File: src/rtl/lpm_pkg.sv
// Package of constants and types for the line loop mode and inhibit logic
package lpm_pkg;
  // Oscillator periods per line; the sawtooth reset marks the line boundary
  localparam int unsigned OSC_PER_LINE     = 32;
  localparam logic [4:0]  LINE_PHASE_MAX   = 5'h1f;
  // Identification window: 2 us at 500 kHz oscillator = 1 period, centred on sync
  localparam int unsigned WIN_US           = 2;
  localparam int unsigned OSC_PERIOD_NS    = 2000;
  localparam int unsigned WIN_PERIODS      = (WIN_US * 1000) / OSC_PERIOD_NS;
  localparam logic [4:0]  WIN_START        = 5'h00;
  localparam logic [4:0]  WIN_LEN          = 5'h01;
  // Blanking window in oscillator periods from line start
  localparam logic [4:0]  BLANK_END        = 5'h06;
  // Lines at frame start where line trace gating is lifted
  localparam logic [9:0]  GATE_FREE_FIRST  = 10'h008;
  localparam logic [9:0]  GATE_FREE_LAST   = 10'h015;
  // Coincidence integrator and hysteresis thresholds
  localparam logic [7:0]  ACC_MAX          = 8'hff;
  localparam logic [7:0]  ACC_RESET        = 8'h00;
  localparam logic [7:0]  THR_HIGH         = 8'hc0;
  localparam logic [7:0]  THR_LOW          = 8'h40;
  localparam logic [7:0]  ACC_UP           = 8'h08;
  localparam logic [7:0]  ACC_DOWN         = 8'h01;
  // Comparator current amplitude codes
  localparam logic [1:0]  AMP_OFF          = 2'h0;
  localparam logic [1:0]  AMP_LONG         = 2'h1;
  localparam logic [1:0]  AMP_SHORT        = 2'h3;
  // Oscillator tick divider: 10 MHz clock, 100 ns
  localparam int unsigned CLK_PERIOD_NS    = 100;
  localparam int unsigned TICK_DIV         = OSC_PERIOD_NS / CLK_PERIOD_NS;
  localparam logic [4:0]  TICK_LAST        = 5'(TICK_DIV - 1);
  // APB register offsets
  localparam logic [7:0]  OFS_CTRL         = 8'h00;
  localparam logic [7:0]  OFS_STATUS       = 8'h04;
  localparam logic [7:0]  OFS_IRQ_STAT     = 8'h08;
  localparam logic [7:0]  OFS_IRQ_MASK     = 8'h0c;
  localparam logic [7:0]  OFS_LINE         = 8'h10;
  localparam logic [2:0]  CTRL_RESET       = 3'h0;
  localparam logic [2:0]  MASK_RESET       = 3'h0;
  typedef enum logic [1:0] {
    LPM_VID_ABSENT  = 2'b00,
    LPM_VID_PRESENT = 2'b01
  } lpm_vid_t;
endpackage

File: src/rtl/lpm_line_loop.sv
// Line loop mode select, video identification and comparator inhibit logic
//
// The placing of the registers and the APB slave port were decided locally.
`timescale 1ns/1ps
`default_nettype none
//
// Operation
// - Low on the VCR-mode input selects short time constant.
// - No video present also selects short time constant to speed capture.
// - Mode changes comparator current amplitude, never filter parts.
// - Video detected by sync coinciding with a fixed 2 us window.
// - Window generated once per line, centred on sync when locked.
// - Coincidence level becomes video flag through hysteresis comparator.
// - Video recognition status is an output for muting and tuning.
// - Comparator disabled while frame retrace inhibit is active.
// - Comparator also disabled during extracted frame sync.
// - Long mode inhibits line trace except frame lines 8 to 21.
// - Long inhibit: mute AND (retrace OR fsync OR (NOT blank AND trace gate)).
// - Short mode drops line trace term, keeps retrace and fsync gated by mute.
// - Sawtooth reset once every 32 oscillator periods.
// - Without video the line free-runs from the divided oscillator.
module lpm_line_loop
  import lpm_pkg::*;
(
  input  wire logic        clock,
  input  wire logic        rst_b,
  input  wire logic        vcr_mode_b,
  input  wire logic        line_sync,
  input  wire logic        frame_retrace_inhibit,
  input  wire logic        extracted_frame_sync,
  input  wire logic        psel,
  input  wire logic        penable,
  input  wire logic        pwrite,
  input  wire logic [7:0]  paddr,
  input  wire logic [31:0] pwdata,
  output logic             pready,
  output logic             pslverr,
  output logic [31:0]      prdata,
  output logic             short_mode,
  output logic [1:0]       comp_amplitude,
  output logic             comp_inhibit,
  output logic             sawtooth_reset,
  output logic             id_window,
  output logic             line_blanking_window,
  output logic             line_trace_gate,
  output logic             video_present,
  output logic             irq
);
  // Reset release and pin synchronisers
  logic       rst_s1_reg, rst_s2_reg;
  logic       rst_s1_next, rst_s2_next;
  logic [3:0] pin_s1_reg, pin_s2_reg;
  logic [3:0] pin_s1_next, pin_s2_next;
  logic       rst_i;

  // Reset asserts at once but is released on a clock edge, two stages deep
  always_comb begin
    rst_s1_next = 1'b1;
    rst_s2_next = rst_s1_reg;
  end

  always_ff @(posedge clock or negedge rst_b) begin
    if (!rst_b) begin
      rst_s1_reg <= 1'b0;
      rst_s2_reg <= 1'b0;
    end else begin
      rst_s1_reg <= rst_s1_next;
      rst_s2_reg <= rst_s2_next;
    end
  end
  assign rst_i = rst_s2_reg;

  // Pins come from outside the clock domain; first stage feeds only the second
  always_comb begin
    pin_s1_next = {extracted_frame_sync, frame_retrace_inhibit, line_sync, vcr_mode_b};
    pin_s2_next = pin_s1_reg;
  end

  // Idle levels after reset: vcr input high, sync and frame pins low
  always_ff @(posedge clock or negedge rst_i) begin
    if (!rst_i) begin
      pin_s1_reg <= 4'h1;
      pin_s2_reg <= 4'h1;
    end else begin
      pin_s1_reg <= pin_s1_next;
      pin_s2_reg <= pin_s2_next;
    end
  end

  // Only the second stage of each synchroniser is read from here on
  logic vcr_b_s, sync_s, fri_s, fs_s;
  assign vcr_b_s = pin_s2_reg[0];
  assign sync_s  = pin_s2_reg[1];
  assign fri_s   = pin_s2_reg[2];
  assign fs_s    = pin_s2_reg[3];

  // Oscillator timing: tick divider, line phase and line count
  logic [4:0] tick_reg, tick_next;
  logic [4:0] phase_reg, phase_next;
  logic [9:0] lcnt_reg, lcnt_next;
  logic       fs_d_reg, fs_d_next;
  logic       osc_tick, line_end, frame_start;

  assign osc_tick    = (tick_reg == TICK_LAST);
  assign line_end    = osc_tick && (phase_reg == LINE_PHASE_MAX);
  assign frame_start = fs_s && !fs_d_reg;

  // Free-running divider: line period is 32 oscillator periods whether locked or not
  always_comb begin
    tick_next  = osc_tick ? 5'h00 : tick_reg + 5'h01;
    phase_next = phase_reg;
    lcnt_next  = lcnt_reg;
    fs_d_next  = fs_s;
    if (osc_tick) begin
      phase_next = (phase_reg == LINE_PHASE_MAX) ? 5'h00 : phase_reg + 5'h01;
    end
    // Count saturates so a missing frame sync never wraps into the gate-free lines
    if (frame_start) begin
      lcnt_next = 10'h000;
    end else if (line_end && lcnt_reg != 10'h3ff) begin
      lcnt_next = lcnt_reg + 10'h001;
    end
  end

  always_ff @(posedge clock or negedge rst_i) begin
    if (!rst_i) begin
      tick_reg  <= 5'h00;
      phase_reg <= 5'h00;
      lcnt_reg  <= 10'h000;
      fs_d_reg  <= 1'b0;
    end else begin
      tick_reg  <= tick_next;
      phase_reg <= phase_next;
      lcnt_reg  <= lcnt_next;
      fs_d_reg  <= fs_d_next;
    end
  end

  // Window around the line start, where a locked loop places the sync centre
  logic win_c, blank_c, trace_c, in_free_lines;
  assign win_c         = (phase_reg - WIN_START) < WIN_LEN;
  assign blank_c       = phase_reg < BLANK_END;
  assign trace_c       = !blank_c;
  assign in_free_lines = (lcnt_reg >= GATE_FREE_FIRST) && (lcnt_reg <= GATE_FREE_LAST);

  // Video flag from the coincidence integrator
  logic [7:0] vid_level;
  logic       vid_present_w;

  lpm_video_ident u_ident (
    .clock         (clock),
    .rst_b         (rst_i),
    .line_end      (line_end),
    .window        (win_c),
    .sync_in       (sync_s),
    .video_present (vid_present_w),
    .level         (vid_level)
  );

  // Registers: control, interrupt status and mask
  logic [2:0] ctrl_reg, ctrl_next;
  logic [2:0] ist_reg, ist_next;
  logic [2:0] imask_reg, imask_next;
  logic [31:0] rdata_reg, rdata_next;
  logic       vid_d_reg, mode_d_reg, vid_d_next, short_d_next;
  logic       short_c, mute_c, inh_c;
  logic       wr_en, rd_en, addr_ok;
  logic [2:0] events;

  // Software may force short mode (bit0) or lift the comparator gating (bit1)
  assign short_c = !vcr_b_s || !vid_present_w || ctrl_reg[0];
  // Without video the gating is off, so the loop can capture any sync it finds
  assign mute_c  = vid_present_w && !ctrl_reg[1];

  // Frame terms apply in both modes; the line term only in long mode
  logic frame_term_c, line_term_c;
  assign frame_term_c = fri_s || fs_s;
  assign line_term_c  = !blank_c && trace_c && !in_free_lines;

  // Comparator gating: short mode drops the line trace term
  always_comb begin
    if (short_c) begin
      inh_c = mute_c && frame_term_c;
    end else begin
      inh_c = mute_c && (frame_term_c || line_term_c);
    end
  end

  // Writes land in the access phase; reads are captured at setup
  assign wr_en   = psel && penable && pwrite;
  assign rd_en   = psel && !penable && !pwrite;
  // One select per mapped register; any other offset answers with an error
  logic sel_ctrl, sel_status, sel_ist, sel_mask, sel_line;
  assign sel_ctrl   = (paddr == OFS_CTRL);
  assign sel_status = (paddr == OFS_STATUS);
  assign sel_ist    = (paddr == OFS_IRQ_STAT);
  assign sel_mask   = (paddr == OFS_IRQ_MASK);
  assign sel_line   = (paddr == OFS_LINE);
  assign addr_ok    = sel_ctrl || sel_status || sel_ist || sel_mask || sel_line;
  // Events: video gained, video lost, mode changed
  assign events  = {short_c != mode_d_reg, vid_d_reg && !vid_present_w, !vid_d_reg && vid_present_w};
  assign short_d_next = short_c;
  assign vid_d_next   = vid_present_w;

  // Register next values; a new event wins over a write-one clear
  always_comb begin
    ctrl_next  = ctrl_reg;
    imask_next = imask_reg;
    ist_next   = ist_reg;
    rdata_next = rdata_reg;
    if (wr_en && sel_ctrl) ctrl_next  = pwdata[2:0];
    if (wr_en && sel_mask) imask_next = pwdata[2:0];
    if (wr_en && sel_ist)  ist_next   = ist_reg & ~pwdata[2:0];
    ist_next = ist_next | events;
    if (rd_en) begin
      case (paddr)
        OFS_CTRL:     rdata_next = {29'h0, ctrl_reg};
        OFS_STATUS:   rdata_next = {20'h0, vid_level, 1'b0, inh_c, short_c, vid_present_w};
        OFS_IRQ_STAT: rdata_next = {29'h0, ist_reg};
        OFS_IRQ_MASK: rdata_next = {29'h0, imask_reg};
        OFS_LINE:     rdata_next = {17'h0, phase_reg, lcnt_reg};
        default:      rdata_next = 32'h0;
      endcase
    end
  end

  // Edge memories start at the idle levels of what they watch
  always_ff @(posedge clock or negedge rst_i) begin
    if (!rst_i) begin
      ctrl_reg   <= CTRL_RESET;
      imask_reg  <= MASK_RESET;
      ist_reg    <= 3'h0;
      rdata_reg  <= 32'h0;
      vid_d_reg  <= 1'b0;
      mode_d_reg <= 1'b1;
    end else begin
      ctrl_reg   <= ctrl_next;
      imask_reg  <= imask_next;
      ist_reg    <= ist_next;
      rdata_reg  <= rdata_next;
      vid_d_reg  <= vid_d_next;
      mode_d_reg <= short_d_next;
    end
  end

  // Outputs: mode selects current amplitude only; the filter is left alone
  logic       short_o_reg, inh_o_reg, saw_o_reg, win_o_reg, blk_o_reg, gate_o_reg, vid_o_reg;
  logic [1:0] amp_o_reg;
  logic       short_o_next, inh_o_next, saw_o_next, win_o_next, blk_o_next, gate_o_next, vid_o_next;
  logic [1:0] amp_o_next;

  // Every loop output leaves a flip-flop so its pin never sees decode glitches; irq, pready and pslverr do not
  always_comb begin
    short_o_next = short_c;
    amp_o_next   = inh_c ? AMP_OFF : (short_c ? AMP_SHORT : AMP_LONG);
    inh_o_next   = inh_c;
    saw_o_next   = line_end;
    win_o_next   = win_c;
    blk_o_next   = blank_c;
    gate_o_next  = trace_c && !in_free_lines;
    vid_o_next   = vid_present_w;
  end

  always_ff @(posedge clock or negedge rst_i) begin
    if (!rst_i) begin
      short_o_reg <= 1'b1;
      amp_o_reg   <= AMP_OFF;
      inh_o_reg   <= 1'b1;
      saw_o_reg   <= 1'b0;
      win_o_reg   <= 1'b0;
      blk_o_reg   <= 1'b0;
      gate_o_reg  <= 1'b0;
      vid_o_reg   <= 1'b0;
    end else begin
      short_o_reg <= short_o_next;
      amp_o_reg   <= amp_o_next;
      inh_o_reg   <= inh_o_next;
      saw_o_reg   <= saw_o_next;
      win_o_reg   <= win_o_next;
      blk_o_reg   <= blk_o_next;
      gate_o_reg  <= gate_o_next;
      vid_o_reg   <= vid_o_next;
    end
  end

  assign short_mode           = short_o_reg;
  assign comp_amplitude       = amp_o_reg;
  assign comp_inhibit         = inh_o_reg;
  assign sawtooth_reset       = saw_o_reg;
  assign id_window            = win_o_reg;
  assign line_blanking_window = blk_o_reg;
  assign line_trace_gate      = gate_o_reg;
  assign video_present        = vid_o_reg;

  // Level interrupt, high while any unmasked event bit stays set
  assign irq                  = |(ist_reg & imask_reg);
  // Setup-phase read capture lets every access finish in one access cycle
  assign pready               = psel && penable;
  assign pslverr              = psel && penable && !addr_ok;
  assign prdata               = rdata_reg;
endmodule
`default_nettype wire

File: src/rtl/lpm_video_ident.sv
// Video identification: window coincidence integrator with hysteresis
`timescale 1ns/1ps
`default_nettype none
module lpm_video_ident
  import lpm_pkg::*;
(
  input  wire logic       clock,
  input  wire logic       rst_b,
  input  wire logic       line_end,
  input  wire logic       window,
  input  wire logic       sync_in,
  output logic            video_present,
  output logic [7:0]      level
);
  lpm_vid_t   state_reg, state_next;
  logic [7:0] acc_reg, acc_next;
  logic       hit_reg, hit_next;

  // Latch any sync in window during the line, update integrator at line end
  always_comb begin
    hit_next   = hit_reg;
    acc_next   = acc_reg;
    state_next = state_reg;
    if (window && sync_in) begin
      hit_next = 1'b1;
    end
    if (line_end) begin
      hit_next = 1'b0;
      if (hit_reg || (window && sync_in)) begin
        acc_next = (acc_reg > ACC_MAX - ACC_UP) ? ACC_MAX : acc_reg + ACC_UP;
      end else begin
        acc_next = (acc_reg < ACC_DOWN) ? ACC_RESET : acc_reg - ACC_DOWN;
      end
    end
    // Two thresholds keep the flag steady on marginal signals
    case (state_reg)
      LPM_VID_ABSENT:  if (acc_reg >= THR_HIGH) state_next = LPM_VID_PRESENT;
      LPM_VID_PRESENT: if (acc_reg <= THR_LOW) state_next = LPM_VID_ABSENT;
      default:         state_next = LPM_VID_ABSENT;
    endcase
  end

  always_ff @(posedge clock or negedge rst_b) begin
    if (!rst_b) begin
      state_reg <= LPM_VID_ABSENT;
      acc_reg   <= ACC_RESET;
      hit_reg   <= 1'b0;
    end else begin
      state_reg <= state_next;
      acc_reg   <= acc_next;
      hit_reg   <= hit_next;
    end
  end

  assign video_present = (state_reg == LPM_VID_PRESENT);
  assign level         = acc_reg;
endmodule
`default_nettype wire

File: config.mk
export PLATFORM = sky130hd
export DESIGN_NAME = lpm_line_loop
export DESIGN_NICKNAME = d
export VERILOG_FILES = /design/src/rtl/lpm_pkg.sv /design/src/rtl/lpm_line_loop.sv /design/src/rtl/lpm_video_ident.sv
export SDC_FILE = /design/constraint.sdc
export NUM_CORES = 1
export LEC_CHECK = 0
export BUFFER_PORTS_ARGS = -buffer_cell sky130_fd_sc_hd__clkbuf_2
export CORE_ASPECT_RATIO = 0.7
export CORE_MARGIN = 3
export CORE_UTILIZATION = 54
export DETAILED_ROUTE_END_ITERATION = 12
export PLACE_DENSITY = 0.83
export SYNTH_ARGS = -nofsm -noshare
export SYNTH_HDL_FRONTEND = slang
export SYNTH_HIERARCHICAL = 1
export SYNTH_SLANG_ARGS = --single-unit
export TNS_END_PERCENT = 100
File: constraint.sdc
create_clock -name clock -period 2.8 [get_ports clock]
set_input_delay 0.28 -clock clock [delete_from_list [all_inputs] [get_ports clock]]
set_output_delay 0.28 -clock clock [all_outputs]
set_load 0.03 [all_outputs]
==> After elaboration in Yosys (flattened, before gate mapping) <==
Cells that the tools add are included.
{ "totals": {"elab_cells": 112, "inputBits": 49, "out_inout_bits": 44, "regBits": 92} }
{ "op_classes": {"n_reduce_logical": 44, "muxes": 17, "add_sub_neg": 5, "n_lt_le_gt_ge": 8, "bitwise_logic": 4, "eq_ne": 11} }
{ "ops": {"columns": ["operator", "count"], "rows": [
  ["$pmux W15 S5", 1],
  ["$mux W8", 3],
  ["$mux W10", 2],
  ["$logic_and A1 B1 Y1", 19],
  ["$eq A8 B4 Y1 const B", 2],
  ["$add A10 B1 Y10 const B", 1],
  ["$add A5 B1 Y5 const B", 2],
  ["$eq A5 B5 Y1 const B", 2],
  ["$ge A10 B4 Y1 const B", 1],
  ["$le A10 B5 Y1 const B", 1],
  ["$logic_not A1 Y1", 10],
  ["$mux W5", 2],
  ["$ne A10 B10 Y1 const B", 1],
  ["$logic_or A1 B1 Y1", 9],
  ["$add A8 B4 Y8 const B", 1],
  ["$eq A8 B3 Y1 const B", 1],
  ["$eq A8 B5 Y1 const B", 1],
  ["$ge A8 B8 Y1 const B", 1],
  ["$gt A8 B8 Y1 const B", 1],
  ["$le A8 B7 Y1 const B", 1],
  ["$logic_not A8 Y1", 1],
  ["$lt A8 B1 Y1 const B", 1],
  ["$mux W2", 4],
  ["$sub A8 B1 Y8 const B", 1],
  ["15 further kinds", 20]
]} }

==> Depth between registers and ports, before layout <==
Gate-level depths: netlist (run 1).
{ "depth": {"depth_word": 8, "ltp_mapped": 10} }

==> Hierarchy <==
The synthesis (run 1) kept the hierarchy.
{ "modules_own_cells": {"columns": ["mod", "instances", "area_each_um2", "cells_each"], "rows": [
  ["lpm_line_loop", 1, 3125.5, 292],
  ["lpm_video_ident", 1, 742.0, 87]
]} }

==> Least setup slack after synthesis (run 1) <==
OpenSTA, ideal clock, no wires.
{ "synth_path": {"kind": "register to register", "start": "register phase_reg[1]", "end": "register u_ident.acc_reg[0], in the netlist u_ident/level[0]", "setup_ps": 126, "path_buffers": 2, "t_arrival_ps": 1950, "stages_incl_launch_ff": 11, "period_less_slack_ps": 2076, "path_slack_ps": 724, "path_cell_list": "dfrtp_1 ha_1 and3_1 ha_1 nand2_1 inv_1 buf_2 clkbuf_1 nand2_1 o21ai_0 a21oi_1"} }
{ "synth_via": {"elab_cells_between_ends": 6, "cone_classes": "order compare: 1; eq/ne: 1; mux: 1; reduce/logical: 3"} }
{ "synth_lines": {"columns": ["item", "line_no", "rtl"], "rows": [
  ["from (decl)", "lpm_line_loop.sv:99", "logic [4:0] phase_reg, phase_next;"],
  ["from (signal assigned)", "lpm_line_loop.sv:133", "phase_reg <= phase_next;"],
  ["$eq A5 B5 Y1", "lpm_line_loop.sv:105", "assign line_end = osc_tick && (phase_reg == LINE_PHASE_MAX);"],
  ["$logic_and A1 B1 Y1", "lpm_line_loop.sv:105", null],
  ["named net line_end", "lpm_line_loop.sv:102", "logic osc_tick, line_end, frame_start;"],
  ["to (signal assigned)", "lpm_video_ident.sv:50", "acc_reg <= acc_next;"],
  ["to (decl)", "lpm_video_ident.sv:16", "logic [7:0] acc_reg, acc_next;"]
]} }
The timed path passes the listed nets, and every way through them passes these cells.
A chain may end at the register's enable or synchronous reset.

==> Worst setup path after layout (run 1) <==
{ "layout_path": {"start": "register phase_reg[1]", "end": "register u_ident.acc_reg[4], in the netlist u_ident/level[4]"} }
Same word-level chain as after synthesis.

==> impl_metrics.py, run 1 <==
metrics = {
    "timing": {
        "maxSlewHeadroom": 0.339,
        "final_max_slew_viol_count": 0,
        "setup_viol": 0,
        "fin_setup_tns_ps": 0,
        "hold_slack_ps": 21.9,
        "min_period_over_period": 0.908,
        "rsz0062_at_grt": "no",
        "max_freq_mhz": 393,
        "timing_hold_violations_final": 0,
        "fin_skew_ps": 9.43,
        "min_period_ps": 2540,
        "layout_setup_ws_ps": 257,
        "worstMarginPinSlew_ps": 991,
    },
    "drt": {
        "via_per_inst": 5.82,
        "dr_wl_met3_um": 586,
        "wl_met1_um": 3900,
        "first_pass_iters": 5,
        "met2_length_um": 3980,
        "drt-total-wl_um": 8560,
        "first_iter_violations": 180,
        "num_vias": 3050,
        "route.detailed.wl_per_inst_um": 16.3,
        "drc_errors": 0,
        "highest_layer": "met4",
        "ant_nets": 0,
    },
    "critical_path": {
        "worstSetupPathType": "flip-flop to flip-flop",
        "path_max_fanout": 15,
        "worstSetupEndpointType": "flip-flop",
        "arrival_ps": 2810,
        "crit_required_ps": 3060,
        "crit_path_start_kind": "flip-flop",
        "rrSetupSlack_ps": 260,
    },
    "yosys": {
        "ys.flop_type": "dfrtp_1",
        "syn_avg_cell_area_um2": 10.2,
        "synth-edff-count": 0,
        "syn-cell-area_um2": 3870,
        "ys.warnings.count": 6,
        "yosysSeqAreaShare": 0.480,
        "synth_cells": 379,
        "synthArstFlopShare": 1.00,
        "synth_cell_types": 70,
        "synth.ff_latch_count": 74,
    },
    "cts": {
        "numCtsBuffers": 9,
        "cts_sinks": 74,
        "cts_tree": "yes",
        "cts.clk_slew.worst_paths_ps": 80,
        "clk_path_buf_depth": 2,
        "cts_setup_buffers": 0,
        "cts_resized": 0,
        "insertion_delay_ps": 350,
        "cts_root_buffer": "clkbuf_8",
        "cts_max_level": 3,
    },
    "floorplanning": {
        "die_width_um": 107,
        "dieArea_um2": 8230,
        "core_um2": 6850,
        "dieHeight_um": 76.8,
        "io_pins": 93,
        "rows": 25,
        "floorplan.initialDensity": 0.565,
    },
    "placed_design": {
        "dp_hpwl_um": 6130,
        "placed_cell_area_um2": 4090,
        "io_buffers": 46,
        "pre_cts_ws_ps": 313,
        "placedCellCount": 507,
        "globalplace.congestion": 0.900,
    },
    "layout": {
        "layout_commonest_cell": "dfrtp_1",
        "nets": 485,
        "syn2layout_area_growth_pct": 10.8,
        "n_antenna_cell": 0,
        "largest_reg_flops": 15,
        "fin_cells": 524,
        "drive_gt1_frac": 0.228,
        "design_area_um2": 4290,
        "layout_common_cells": "dfrtp_1, clkbuf_2, nand2_1",
        "fin_util": 0.626,
    },
    "power": {
        "power.leakage_nw": 1.96,
        "power_density_nw_per_um2": 466,
        "ir_drop_mv": 0.361,
        "power.total_mw": 2.00,
    },
    "global_route": {
        "grt_pass1_wl_um": 14200,
        "grt-ovfl-total": 0,
        "grt.total_usage": 0.215,
        "grt_start_max_net_pins": 73,
        "grt_pass1_vias": 2916,
        "antenna_found_initial": 0,
    },
    "run_status": {
        "status": "complete, no violations",
    },
    "worst_hold_path": {
        "min_path_type": "input pin to flip-flop",
    },
    "flow_run": {
        "drv_cap": 0,
    },
}
## synthesized netlist by cell type (all sizes together) (4+ instances only)
cell | number | area share
nor2 | 17 | 0.017
mux2 | 8 | 0.023
inv | 18 | 0.017
clkbuf | 6 | 0.0084
dfstp | 4 | 0.027
a22oi | 9 | 0.017
a22o | 5 | 0.011
a31oi | 8 | 0.013
nand2b | 5 | 0.0081
nand4 | 4 | 0.0065
and4 | 4 | 0.0094
o21ai | 22 | 0.028
or4 | 6 | 0.013
nand3 | 18 | 0.032
xnor2 | 4 | 0.0091
nor4 | 4 | 0.014
nand2 | 43 | 0.042
a21oi | 14 | 0.018
or3 | 7 | 0.012
ha | 11 | 0.036
nor3b | 4 | 0.011
buf | 26 | 0.048
o22ai | 4 | 0.0065
dfrtp | 70 | 0.45
nor3 | 5 | 0.0078
o31ai | 9 | 0.017
## worst max-delay path, stage by stage, from the launching register on
cell and delay (ps):
dfrtp_1 460, ha_1 230, and3_1 160, ha_1 390, nand2_1 200, inv_1 410, nand2_2 100, or3_1 350
a31oi_1 160
## kinds of logic after synthesis
family                     share of synthesized area
adders and majority gates                     0.0356
DFF                                            0.480
and+or+nand+nor                                0.202
xor gates and xnor gates                     0.00906
other                                        0.00194
buffers and inverters                         0.0734
muxes                                         0.0311
AOI/OAI and AO/OA                              0.167
## repair_timing
action,CTS,global route
endpoints found under the hold margin,2,0
endpoints found under the setup margin,0,0
hold buffers,1,0
## final timing paths
path                                from               end  cells after the start
min in group asynchronous          rst_b             rst_i                      2
setup / recovery            phase_reg[1]  u_ident/level[4]                      8
hold / removal                vcr_mode_b     pin_s1_reg[0]                      1
setup reg to reg            phase_reg[1]  u_ident/level[4]                      8
hold reg to reg            pin_s1_reg[2]     pin_s2_reg[2]                      0
max in group asynchronous          rst_i       lcnt_reg[2]                      1
## where the power goes
part / total, mW / internal, mW / leakage [nW] / switching (mW)
sequential: 1.08 / 1.08 / 0.957 / 0.00394
combinational: 0.114 / 0.0250 / 0.907 / 0.0891
clock: 0.800 / 0.406 / 0.0958 / 0.394
total: 2.00 / 1.51 / 1.96 / 0.487
## layer usage
metal	vias to the layer above	track usage
met1	1493	0.302
met3	15	0.0505
li1	1427	-
met2	115	0.340
met4	0	0.0524
met5	-	0
## area by class of cell
cell class | count | area (um^2)
Timing Repair Buffer | 51 | 270
Sequential cell | 74 | 1860
Multi-Input combinational cell | 271 | 1790
Fill cell | 565 | 2560
Clock buffer | 10 | 128
Clock inverter | 6 | 57.6
Tap cell | 94 | 118
Inverter | 18 | 67.6
Power figures use the tool's default switching activity.
==> inputs of run 2 (changes only) <==
Settings changed: CORE_UTILIZATION 54 to 50, PLACE_DENSITY 0.83 to 0.78.
==> impl_metrics.py, run 2 (same netlist as run 1, synthesis figures left out) <==
metrics = {
    "cts": {
        "cts_max_level": 3,
        "cts_sinks": 74,
        "insertion_delay_ps": 350,
        "cts_resized": 0,
        "clk_path_buf_depth": 2,
        "cts.clk_slew.worst_paths_ps": 70,
        "cts_setup_buffers": 0,
        "cts_root_buffer": "clkbuf_8",
        "cts_tree": "yes",
        "numCtsBuffers": 9,
    },
    "timing": {
        "worstMarginPinSlew_ps": 1000,
        "rsz0062_at_grt": "no",
        "timing_hold_violations_final": 0,
        "min_period_ps": 2490,
        "final_max_slew_viol_count": 0,
        "fin_setup_tns_ps": 0,
        "maxSlewHeadroom": 0.331,
        "setup_viol": 0,
        "min_period_over_period": 0.889,
        "max_freq_mhz": 402,
        "fin_skew_ps": 9.23,
    },
    "drt": {
        "route.detailed.wl_per_inst_um": 15.7,
        "num_vias": 3024,
        "ant_nets": 0,
        "via_per_inst": 5.72,
        "drt-total-wl_um": 8320,
        "drc_errors": 0,
        "first_pass_iters": 4,
        "first_iter_violations": 180,
    },
    "worst_hold_path": {
        "worstHoldPathCells": 1,
        "min_path_type": "input pin to flip-flop",
        "min_from": "line_sync",
        "whs_endpoint": "pin_s1_reg[1]",
    },
    "global_route": {
        "grt_pass1_wl_um": 14000,
        "grt.total_usage": 0.197,
        "antenna_found_initial": 0,
        "grt_start_max_net_pins": 41,
        "grt_use_met3": 0.0477,
        "use_met2": 0.299,
        "busiest_layer": "met2",
        "grt_pass1_vias": 2835,
        "use_met1": 0.279,
        "grt-ovfl-total": 0,
    },
    "layout": {
        "layout_commonest_cell": "dfrtp_1",
        "nets": 486,
        "syn2layout_area_growth_pct": 12.4,
        "design_area_um2": 4350,
        "drive_gt1_frac": 0.230,
        "nFillCells": 616,
        "n_antenna_cell": 0,
        "largest_reg_flops": 15,
        "layout_common_cells": "dfrtp_1, clkbuf_2, nand2_1",
    },
    "critical_path": {
        "worstSetupEndpointType": "flip-flop",
        "reg2reg_to": "u_ident/level[5]",
        "rrSetupSlack_ps": 310,
        "crit_path_start_kind": "flip-flop",
        "reg2reg_depth": 8,
        "arrival_ps": 2760,
        "path_max_fanout": 15,
        "reg2reg_from": "phase_reg[1]",
        "crit_required_ps": 3070,
        "worstSetupPathType": "flip-flop to flip-flop",
    },
    "placed_design": {
        "dp_hpwl_um": 6040,
        "globalplace.congestion": 0.894,
        "placed_cell_area_um2": 4110,
        "io_buffers": 46,
    },
    "run_status": {
        "status": "complete, no violations",
    },
    "power": {
        "power.leakage_nw": 1.98,
        "power.internal_mw": 1.61,
        "power.total_mw": 2.10,
        "p_sw_frac": 0.236,
        "ir_drop_mv": 0.293,
        "pwr-share-clk": 0.430,
        "power.switching_mw": 0.497,
        "sequentialPowerShare": 0.519,
        "combPwrFrac": 0.051,
        "power_density_nw_per_um2": 484,
    },
    "floorplanning": {
        "io_pins": 93,
        "core_um2": 7420,
        "die_width_um": 111,
        "dieHeight_um": 79.6,
        "dieArea_um2": 8840,
        "floorplan.initialDensity": 0.521,
        "rows": 26,
    },
    "flow_run": {
        "drv_cap": 0,
    },
}
## run 2: cell count changes in the layout (fill, tap and decap cells not counted)
cell           delta
buf_12            +1
clkinv_2          -2
buf_4             -1
bufinv_16         +1
dlygate4sd3_1     +1
clkinv_4          +1
clkinvlp_4        +1
clkbuf_1          -1
## run 2: worst max path at each step
| stage | start | end | cells past startpoint |
|---|---|---|---|
| finish | phase_reg[1] | u_ident/level[5] | 8 |
| global route | phase_reg[0] | u_ident/level[5] | 8 |
| CTS | phase_reg[1] | u_ident/level[5] | 8 |
| detailed placement | phase_reg[1] | u_ident/level[5] | 8 |
| global placement | phase_reg[1] | u_ident/level[5] | 8 |
| floorplan | rst_i | comp_amplitude[0] | 0 |
## run 2: critical path, stage by stage (launching register included)
cell       delay (ps)
dfrtp_1           460
ha_1              230
and3_1            170
ha_1              380
nand2_1           190
inv_1             390
buf_4             230
a21boi_0          180
a2bb2oi_1         170
## run 2: repair_timing
item,CTS,global route
hold buffers,2,0
endpoints found under the setup margin,0,0
hold endpoints to repair,3,0
## run 2: cell type report
type                       count  area [um^2]  area share
sequential                    74         1860       0.428
inverter                      18         67.6      0.0155
multi-input combinational    271         1790       0.411
timing repair buffer          52          293      0.0674
tap                           98          123      0.0282
clock buffer                   9          124      0.0285
clock inverter                 7         93.8      0.0216
## run 2: power groups by stage
stage / clock [mW] / sequential [mW] / combinational, mW
floorplan: 0 / 1.12 / 0.0825
global placement: 0 / 1.11 / 0.104
detailed placement: 0 / 1.11 / 0.105
CTS: 0.924 / 1.09 / 0.107
global route: 0.965 / 1.09 / 0.118
finish: 0.904 / 1.09 / 0.107
## run 2: layer usage
metal / vias up / wire length [um]
met5: - / 0
met4: 0 / 98
met3: 8 / 587
met2: 114 / 3720
met1: 1474 / 3920
li1: 1428 / -
## run 2: metrics by stage
stage,setup WS (ps),utilization,hold slack (ps),cells
after floorplan,594,-,-15.6,395
after global placement,435,0.554,70.5,511
after detailed placement,340,0.554,71.7,511
after CTS,309,0.586,16.6,529
after global routing,10.7,0.586,15.7,529
final,312,0.586,34.5,529
==> inputs of run 3 (changes only) <==
Settings changed: ABC_AREA set to 1, CAP_MARGIN set to 30, PLACE_DENSITY 0.78 to 0.84.
==> impl_metrics.py, run 3 <==
metrics = {
    "run_status": {
        "status": "complete, no violations",
    },
    "global_route": {
        "grt_start_max_net_pins": 31,
        "grt_pass1_wl_um": 14900,
        "grt-ovfl-total": 0,
        "grt_pass1_vias": 3214,
        "grt.total_usage": 0.204,
        "antenna_found_initial": 0,
    },
    "drt": {
        "drt-total-wl_um": 8660,
        "route.detailed.wl_per_inst_um": 13.7,
        "drc_errors": 0,
        "num_vias": 3279,
        "first_iter_violations": 268,
        "via_per_inst": 5.20,
        "ant_nets": 0,
        "first_pass_iters": 5,
    },
    "floorplanning": {
        "io_pins": 93,
        "dieHeight_um": 80.7,
        "core_um2": 7510,
        "dieArea_um2": 9090,
        "rows": 26,
        "floorplan.initialDensity": 0.530,
        "die_width_um": 113,
    },
    "timing": {
        "fin_setup_tns_ps": 0,
        "maxSlewHeadroom": 0.592,
        "min_period_over_period": 0.695,
        "worstMarginPinSlew_ps": 609,
        "rsz0062_at_grt": "no",
        "final_max_slew_viol_count": 0,
        "timing_hold_violations_final": 0,
        "fin_skew_ps": 7.59,
        "min_period_ps": 1950,
        "setup_viol": 0,
        "layout_setup_ws_ps": 855,
        "max_freq_mhz": 514,
    },
    "yosys": {
        "synthArstFlopShare": 1.00,
        "synth_cell_types": 43,
        "synth_most_common_cell": "nand2_1",
        "syn-cell-area_um2": 3980,
        "synth_area_leaders": "dfrtp_1, nand2_1, inv_1",
        "yosys.area.top_type": "dfrtp_1",
        "syn_avg_cell_area_um2": 8.35,
        "yosysSeqAreaShare": 0.466,
        "synth_cells": 477,
        "ys.warnings.count": 6,
        "synthTopCellsByCount": "nand2_1, dfrtp_1, inv_1",
        "synth_top_area_frac": 0.440,
        "ys.flop_type": "dfrtp_1",
        "synth.ff_latch_count": 74,
        "synth-edff-count": 0,
    },
    "layout": {
        "fin_util": 0.602,
        "n_antenna_cell": 0,
        "syn2layout_area_growth_pct": 13.6,
        "layout_common_cells": "nand2_1, dfrtp_1, inv_1, clkbuf_2, nand3_1",
        "largest_reg_flops": 15,
        "nets": 588,
        "drive_gt1_frac": 0.208,
        "seq_area_um2": 1860,
        "layout_commonest_cell": "nand2_1",
        "multi_input_area_um2": 1740,
        "nFillCells": 641,
    },
    "critical_path": {
        "path_max_fanout": 12,
        "worstSetupPathType": "flip-flop to flip-flop",
        "reg2reg_from": "phase_reg[0]",
        "crit_required_ps": 3050,
        "reg2reg_to": "lcnt_reg[4]",
        "worstSetupEndpointType": "flip-flop",
        "crit_path_start_kind": "flip-flop",
        "arrival_ps": 2200,
        "cp-startpoint": "phase_reg[0]",
        "reg2reg_depth": 10,
        "rrSetupSlack_ps": 850,
    },
    "cts": {
        "cts_tree": "yes",
        "cts_resized": 0,
        "numCtsBuffers": 9,
        "cts.clk_slew.worst_paths_ps": 60,
        "hold_buffers": 1,
        "cts_max_level": 3,
        "clk_path_buf_depth": 2,
        "cts_sinks": 74,
        "cts_root_buffer": "clkbuf_16",
        "cts_setup_buffers": 0,
        "insertion_delay_ps": 330,
    },
    "placed_design": {
        "globalplace.congestion": 0.894,
        "pre_cts_ws_ps": 865,
        "io_buffers": 46,
        "dp_hpwl_um": 6320,
    },
    "worst_hold_path": {
        "min_from": "vcr_mode_b",
        "whs_endpoint": "pin_s1_reg[0]",
        "min_path_type": "input pin to flip-flop",
        "worstHoldPathCells": 1,
    },
    "power": {
        "ir_drop_mv": 0.390,
        "power_density_nw_per_um2": 523,
        "power.leakage_nw": 2.27,
    },
    "flow_run": {
        "drv_cap": 0,
    },
}
[run 3: power breakdown]
group	internal, mW	leakage [nW]	switching (mW)	total, mW
clock	0.711	0.142	0.432	1.14
sequential	1.09	0.947	0.0120	1.10
combinational	0.0276	1.18	0.0988	0.126
total	1.82	2.27	0.543	2.37
[run 3: how the worst max path moves through the flow]
stage / to / slack, ps / cells after the start
floorplan: comp_amplitude[0] / 590 / 0
global placement: prdata[13] / 930 / 5
detailed placement: prdata[13] / 860 / 5
CTS: lcnt_reg[4] / 890 / 10
global route: lcnt_reg[3] / 690 / 10
finish: lcnt_reg[4] / 850 / 10
[run 3: area by class of cell]
class,count,share of cell area
inverters,64,0.0542
repair buffers,50,0.0581
clock inverters,5,0.0122
well taps,98,0.0271
flip-flops and latches,74,0.411
multi-input cells,329,0.384
clock buffers,11,0.0536
[run 3: cells by family (layout without fill, tap and decap cells)]
logic type	count (synthesis)	after routing	share of synthesized area
and+or+nand+nor	232	232	0.273
buffers and inverters	90	130	0.112
DFF	74	74	0.466
AOI/OAI and AO/OA	61	61	0.0971
adders and majority gates	11	11	0.0346
xor gates and xnor gates	7	7	0.0154
other	2	18	0.00189
[run 3: metrics by stage]
stage | instances | power, mW | cell area [um^2] | hold WS, ps
after floorplan | 493 | 1.22 | 4040 | -15.6
after detailed placement | 614 | 1.24 | 4220 | 68.8
after global routing | 631 | 2.45 | 4530 | 28.3
after global placement | 614 | 1.24 | 4220 | 67.2
final | 631 | 2.37 | 4530 | 34.2
after CTS | 631 | 2.39 | 4530 | 26.2
[run 3: routing by layer]
| metal | GRT usage | vias to the layer above | wire [um] |
|---|---|---|---|
| li1 | - | 1595 | - |
| met1 | 0.277 | 1553 | 3950 |
| met2 | 0.327 | 122 | 4040 |
| met3 | 0.0474 | 9 | 595 |
| met4 | 0.0588 | 0 | 70 |
| met5 | 0 | - | 0 |
[run 3: critical path, stage by stage, from the launching register on]
cell and delay (ps):
dfrtp_1 400, ha_1 190, nand2_1 70, nor2_1 90
ha_1 140, inv_1 90, nor2_4 360, nand2_4 150
inv_2 150, nand4_1 130, o21ai_2 80
